<file path="config.mk">
export PLATFORM = sky130hd
export DESIGN_NAME = psb_sequencer
export DESIGN_NICKNAME = d
export VERILOG_FILES = /design/src/psb_pkg.sv /design/src/psb_sequencer.sv
export SDC_FILE = /design/constraint.sdc
export NUM_CORES = 1
export LEC_CHECK = 0
export ABC_AREA = 1
export BUFFER_PORTS_ARGS = -buffer_cell sky130_fd_sc_hd__buf_2
export CAP_MARGIN = 20
export CORE_ASPECT_RATIO = 0.9
export CORE_MARGIN = 2
export CORE_UTILIZATION = 59
export CTS_CLUSTER_SIZE = 14
export DETAILED_ROUTE_END_ITERATION = 16
export GPL_TIMING_DRIVEN = 1
export PLACE_DENSITY = 0.94
export SYNTH_ARGS = -nofsm -noshare
export SYNTH_HDL_FRONTEND = slang
export SYNTH_SLANG_ARGS = --single-unit
</file>
<file path="constraint.sdc">
create_clock -name sys_clk -period 3.37 [get_ports sys_clk]
set_clock_uncertainty 0.05 [all_clocks]
set_input_delay 0.674 -clock sys_clk [delete_from_list [all_inputs] [get_ports sys_clk]]
set_output_delay 0.674 -clock sys_clk [all_outputs]
set_load 0.05 [all_outputs]
</file>
<file path="src/psb_pkg.sv">
// Package: constants and carrier types for the phase shift bridge sequencer.
package psb_pkg;

  // ---------------------------------------------------------------------
  // Widths and timing
  // ---------------------------------------------------------------------
  localparam int          PSB_DT_W      = 8;
  localparam int          PSB_CLK_NS    = 8;
  // Default dead time in ns, rounded up to whole clock cycles.
  localparam int          PSB_DT_NS     = 220;
  localparam logic [7:0]  PSB_DT_RST    =
    8'((PSB_DT_NS + PSB_CLK_NS - 1) / PSB_CLK_NS);
  localparam logic [7:0]  PSB_DT_ONE    = 8'h01;
  localparam logic [7:0]  PSB_DT_ZERO   = 8'h00;

  // ---------------------------------------------------------------------
  // Sequencer states
  // ---------------------------------------------------------------------
  typedef enum logic [4:0] {
    PSB_IDLE  = 5'h01,
    PSB_POWER = 5'h02,
    PSB_BDEAD = 5'h04,
    PSB_CIRC  = 5'h08,
    PSB_ADEAD = 5'h10
  } psb_state_t;

  // Gate drive bundle for the four bridge outputs.
  typedef struct packed {
    logic side_a_low_switch_drive;
    logic side_a_high_switch_drive;
    logic side_b_first_drive;
    logic side_b_second_drive;
  } psb_gates_t;

  // Trip and control inputs that arrive from the analog front end.
  typedef struct packed {
    logic modulation_comparator_trip;
    logic overcurrent_trip;
    logic ramp_current_trip;
    logic osc_clock;
    logic shutdown_n;
    logic fault_shutdown;
  } psb_pins_t;

  // Whole state of the sequencer.
  typedef struct packed {
    psb_pins_t           meta;
    psb_pins_t           sync;
    logic                osc_prev;
    psb_state_t          state;
    logic                phase;
    logic [PSB_DT_W-1:0] count;
    psb_gates_t          gates;
  } psb_regs_t;

endpackage

</file>
<file path="src/psb_sequencer.sv">
// Sequencer for a phase-modulated full bridge with a side A dead time at each cycle end and a side B dead time only after a trip.
`timescale 1ns/1ps
module psb_sequencer (
  // Clock and reset
  input  wire logic                         sys_clk,
  input  wire logic                         arst_n,
  // Oscillator, trips and shutdown, all asynchronous to sys_clk
  input  wire logic                         osc_clock,
  input  wire logic                         modulation_comparator_trip,
  input  wire logic                         overcurrent_trip,
  input  wire logic                         ramp_current_trip,
  input  wire logic                         shutdown_n,
  input  wire logic                         fault_shutdown,
  // Static configuration
  input  wire logic                         current_mode,
  input  wire logic [psb_pkg::PSB_DT_W-1:0] side_a_delay_setting,
  input  wire logic [psb_pkg::PSB_DT_W-1:0] side_b_delay_setting,
  // Gate drives and role phase
  output psb_pkg::psb_gates_t               gates,
  output logic                              output_phase
);
  import psb_pkg::*;

  psb_regs_t  r;
  psb_regs_t  next_r;
  psb_pins_t  pins_in;
  logic       osc_rise;
  logic       trip;
  logic       halt;

  // ---------------------------------------------------------------------
  // Combinational helpers
  // ---------------------------------------------------------------------
  function automatic logic [PSB_DT_W-1:0] dt_load(
    input logic [PSB_DT_W-1:0] setting);
    // A zero setting still gives one cycle of separation.
    dt_load = (setting == PSB_DT_ZERO) ? PSB_DT_ONE : setting;
  endfunction

  function automatic psb_gates_t gates_for(input psb_state_t st,
                                           input logic ph);
    psb_gates_t g;
    g = '0;
    case (st)
      PSB_POWER: begin
        g.side_a_high_switch_drive = ~ph;
        g.side_a_low_switch_drive  = ph;
        g.side_b_first_drive       = ~ph;
        g.side_b_second_drive      = ph;
      end
      PSB_BDEAD: begin
        g.side_a_high_switch_drive = ~ph;
        g.side_a_low_switch_drive  = ph;
      end
      PSB_CIRC: begin
        g.side_a_high_switch_drive = ~ph;
        g.side_a_low_switch_drive  = ph;
        g.side_b_first_drive       = ph;
        g.side_b_second_drive      = ~ph;
      end
      PSB_ADEAD: begin
        g.side_b_first_drive       = ph;
        g.side_b_second_drive      = ~ph;
      end
      default: g = '0;
    endcase
    gates_for = g;
  endfunction

  always_comb begin
    pins_in.modulation_comparator_trip = modulation_comparator_trip;
    pins_in.overcurrent_trip           = overcurrent_trip;
    pins_in.ramp_current_trip          = ramp_current_trip;
    pins_in.osc_clock                  = osc_clock;
    pins_in.shutdown_n                 = shutdown_n;
    pins_in.fault_shutdown             = fault_shutdown;
  end

  assign osc_rise = r.sync.osc_clock & ~r.osc_prev;
  assign trip = (current_mode ? r.sync.ramp_current_trip
                              : r.sync.modulation_comparator_trip)
              | r.sync.overcurrent_trip;
  assign halt = ~r.sync.shutdown_n | r.sync.fault_shutdown;

  // ---------------------------------------------------------------------
  // Next state
  // ---------------------------------------------------------------------
  always_comb begin
    next_r          = r;
    next_r.meta     = pins_in;
    next_r.sync     = r.meta;
    next_r.osc_prev = r.sync.osc_clock;
    if (r.count != PSB_DT_ZERO) begin
      next_r.count = r.count - PSB_DT_ONE;
    end
    if (halt) begin
      next_r.state = PSB_IDLE;
      next_r.count = PSB_DT_ZERO;
    end else begin
      case (r.state)
        PSB_IDLE: begin
          if (osc_rise) begin
            next_r.state = PSB_POWER;
          end
        end
        PSB_POWER: begin
          if (osc_rise) begin
            // Late trip: clock edge ends the cycle through side A.
            next_r.state = PSB_ADEAD;
            next_r.count = dt_load(side_a_delay_setting);
          end else if (trip) begin
            next_r.state = PSB_BDEAD;
            next_r.count = dt_load(side_b_delay_setting);
          end
        end
        PSB_BDEAD: begin
          if (r.count == PSB_DT_ONE) begin
            next_r.state = PSB_CIRC;
          end
        end
        PSB_CIRC: begin
          if (osc_rise) begin
            next_r.state = PSB_ADEAD;
            next_r.count = dt_load(side_a_delay_setting);
          end
        end
        PSB_ADEAD: begin
          if (r.count == PSB_DT_ONE) begin
            next_r.state = PSB_POWER;
            next_r.phase = ~r.phase;
          end
        end
        default: next_r.state = PSB_IDLE;
      endcase
    end
    next_r.gates = gates_for(next_r.state, next_r.phase);
  end

  always_ff @(posedge sys_clk or negedge arst_n) begin
    if (!arst_n) begin
      r       <= '0;
      r.state <= PSB_IDLE;
    end else begin
      r <= next_r;
    end
  end

  assign gates        = r.gates;
  assign output_phase = r.phase;
endmodule

</file>
==> flow_metrics.env <==
export IMPL_status="completed"
export IMPL_setup_repair_after_global_routing_missed_its_margin="false"
export IMPL_max_freq_ghz=0.5402
export IMPL_grt_start_max_net_pins=32
export IMPL_cpLargestDelayFamily="simple AND/OR/NAND/NOR gates"
export IMPL_netlist_cell_type_count=24
export IMPL_hp_class="input port to asynchronous set/reset pin"
export IMPL_buffer_ports_inserted=29
export IMPL_yosys_area_top_type_share_pct=42.83
export IMPL_post_route_cells_drive_above_1_share_pct=21.59
export IMPL_tritoncts="built"
export IMPL_p_comb_share_pct=45.5
export IMPL_grt_pass1_vias=1588
export IMPL_relSlewSlack_pct=42.24
export IMPL_placedCellCount=296
export IMPL_cts_resized=0
export IMPL_primary_ff_master_synth="sky130_fd_sc_hd__dfrtp_1"
export IMPL_register_area_sq_um=777.0
export IMPL_syn_num_nets=260
export IMPL_p_per_area_nw_per_um2=671.6
export IMPL_worst_slack_after_detailed_placement_ns=1.626
export IMPL_worst_setup_path_start_kind="flip-flop"
export IMPL_globalRoute_totalOverflow=0
export IMPL_start_util_pct=62.77
export IMPL_antenna_cells_inserted=0
export IMPL_yosysSeqAreaShare_pct=44.33
export IMPL_max_cap_violations=0
export IMPL_critical_path_max_stage_delay_ns=0.67
export IMPL_detailedRoute_firstIterationViolations=93
export IMPL_cts_sinks=31
export IMPL_routed_via_count=1650
export IMPL_critical_path_slowest_cell="sky130_fd_sc_hd__nor2_1"
export IMPL_root_buffer="sky130_fd_sc_hd__clkbuf_4"
export IMPL_p_sw_share_pct=42.80
export IMPL_grt_pass1_wl_mm=6.803
export IMPL_reg2regPathDepth=5
export IMPL_drt_drc_violations_left=0
export IMPL_layout_nets=290
export IMPL_wire_per_inst_microns=13.63
export IMPL_synthMostInstantiatedCell="sky130_fd_sc_hd__nand2_1"
export IMPL_post_cts_hold_buffer_count=0
export IMPL_regToRegStartpoint="r[19]"
export IMPL_initial_antenna_violation_count=0
export IMPL_fillerInstances=217
export IMPL_post_cts_setup_buffer_count=0
export IMPL_seqPwrFrac_pct=35.1
export IMPL_clock_latency_ns=0.35
export IMPL_worstSetupEndpointType="flip-flop"
export IMPL_io_pins=30
export IMPL_crit_fanout=15
export IMPL_coreArea_sq_um=2793
export IMPL_timing_final_crit_share_pct=54.93
export IMPL_synth_top_cells_by_area="sky130_fd_sc_hd__dfrtp_1 43%, sky130_fd_sc_hd__nand2_1 12%, sky130_fd_sc_hd__nor2_1 7.3%"
export IMPL_timing_final_hold_violations=0
export IMPL_critical_path_most_common_cell="sky130_fd_sc_hd__nor2_1"
export IMPL_period_minus_slack_ns=1.851
export IMPL_worst_r2r_setup_slack_ns=1.52
export IMPL_ctsLongestPathBuffers=2
export IMPL_numCtsBuffers=5
export IMPL_std_cell_rows=18
export IMPL_cell_by_cell_trace_of_the_critical_path="nor2_1, inv_1, nor2_1, nand2_1, nor2_1"
export IMPL_routabilityCongestion=0.9229
export IMPL_design_die_area_sq_um=3424
export IMPL_final_max_slew_viol_count=0
export IMPL_count_of_h_tree_levels_built_during_cts=2
export IMPL_dp_hpwl_mm=3.049
export IMPL_final_instance_count_excl_fill=304
export IMPL_yosys_warning_count=0
export IMPL_postLayoutCellArea_sq_um=1981
export IMPL_syn_instance_count=233
export IMPL_clkPwrFrac_pct=19.5
export IMPL_die_width_microns=61.46
export IMPL_total_switching_power_w=0.0005693
export IMPL_synth_area_leader_cell="sky130_fd_sc_hd__dfrtp_1"
export IMPL_syn_to_final_growth_pct=12.99
export IMPL_finalSetupTns_ns=0
export IMPL_grt_util_all_layers_pct=27.34
export IMPL_timing_rr_end="r[14]"
export IMPL_synth_ff_latch_count=31
export IMPL_totalWireLength_mm=4.142
export IMPL_setup_viol=0
export IMPL_design_power_total_w=0.001330
export IMPL_arrival_ns=2.07
export IMPL_die_h_microns=55.71
export IMPL_synthArstFlopShare_pct=100.0
export IMPL_internal_power_w=0.0007610
export IMPL_critPathBufInv=1
export IMPL_placedInstanceArea_sq_um=1908
export IMPL_postSynthAreaPerCell_sq_um=7.523
export IMPL_number_of_synthesized_flops_with_an_enable_pin=0
export IMPL_timing_worst_setup_path_type="flip-flop to flip-flop"
export IMPL_ant_nets=0
export IMPL_clk_pin_slew_worst_paths_ns=0.11
export IMPL_drt_pass1_iter_count=5
export IMPL_tightest_slew_ns=0.8632
export IMPL_required_ns=3.59
export IMPL_cellLeakagePower_nw=1.054
export IMPL_vdd_ir_drop_worst_mv=0.4677
export IMPL_setup_ws_ns=1.519
export IMPL_multi_input_area_sq_um=819.5
export IMPL_netlist_top_cells_count="56 x sky130_fd_sc_hd__nand2_1, 34 x sky130_fd_sc_hd__nor2_1, 30 x sky130_fd_sc_hd__dfrtp_1, 28 x sky130_fd_sc_hd__inv_1, 20 x sky130_fd_sc_hd__nand3_1"
export IMPL_syn_cell_area_sq_um=1753
export IMPL_vias_per_cell=5.428
[power groups by stage]
stage               combinational, W  sequential, W  clock, W
detailed placement          0.000586       0.000472         0
floorplan                   0.000470       0.000460         0
finish                      0.000605       0.000466  0.000259
global placement            0.000556       0.000467         0
CTS                         0.000594       0.000465  0.000256
global route                0.000667       0.000473  0.000273
[registers in the layout, summed over array words and instances (netlist names)]
signal	cells
next_r	7
r	19
gates	4
output_phase	1
[area by class of cell]
type                       instances  share of cell area (%)
inverter                          31                   5.875
multi-input combinational        165                   41.38
clock inverter                     1                  0.3790
tap                               40                   2.527
timing repair buffer              29                   7.328
sequential                        31                   39.23
clock buffer                       7                   3.285
[how the worst max path moves through the flow]
stage                 startpoint  endpoint  slack (ns)  depth (start not counted)
CTS                        r[19]     r[14]        1.58                          5
finish                     r[19]     r[14]        1.52                          5
global placement    current_mode      r[8]        1.67                          8
global route               r[19]     r[14]        1.35                          5
detailed placement         r[19]     r[14]        1.63                          5
floorplan           current_mode     r[11]        1.90                          9
[through the flow]
stage / hold WS [ns] / util [%]
6_report: 0.3040 / 70.92
5_1_grt: 0.3201 / 70.92
4_1_cts: 0.3151 / 70.92
3_5_place_dp: 0.2955 / 68.32
3_3_place_gp: 0.2818 / 68.32
2_1_floorplan: 0.2812 / -
[cell families (layout without fill, tap and decap cells)]
| group | after synthesis | count (layout) | synth area share (%) |
|---|---|---|---|
| buffers and inverters | 37 | 68 | 8.922 |
| and+or+nand+nor | 133 | 133 | 35.33 |
| AOI/OAI and AO/OA | 25 | 25 | 7.494 |
| xor gates and xnor gates | 5 | 5 | 2.498 |
| DFF | 31 | 31 | 44.33 |
| adders and majority gates | 2 | 2 | 1.427 |
[placed cells by master, fill, tap and decap left out, types with 5 or more instances in the layout]
cell and n:
sky130_fd_sc_hd__buf_2 29, sky130_fd_sc_hd__nor2_4 6, sky130_fd_sc_hd__dfrtp_1 30, sky130_fd_sc_hd__clkbuf_4 5, sky130_fd_sc_hd__inv_1 28, sky130_fd_sc_hd__a21oi_1 12, sky130_fd_sc_hd__xor2_1 5, sky130_fd_sc_hd__nand3_1 20
sky130_fd_sc_hd__nand2_1 56, sky130_fd_sc_hd__nand2_2 6, sky130_fd_sc_hd__nand4_1 5, sky130_fd_sc_hd__nor2_1 34, sky130_fd_sc_hd__o21ai_0 7
[layer usage]
metal  share of wire (%)  wire, microns  global-route usage (%)
met1                  40           1668                   33.64
met2                  48           1984                   44.68
met3                 7.7            317                   7.907
met4                 4.2            172                   10.33
met5                   0              0                       0
No activity file was read; power rests on OpenSTA's default activity.
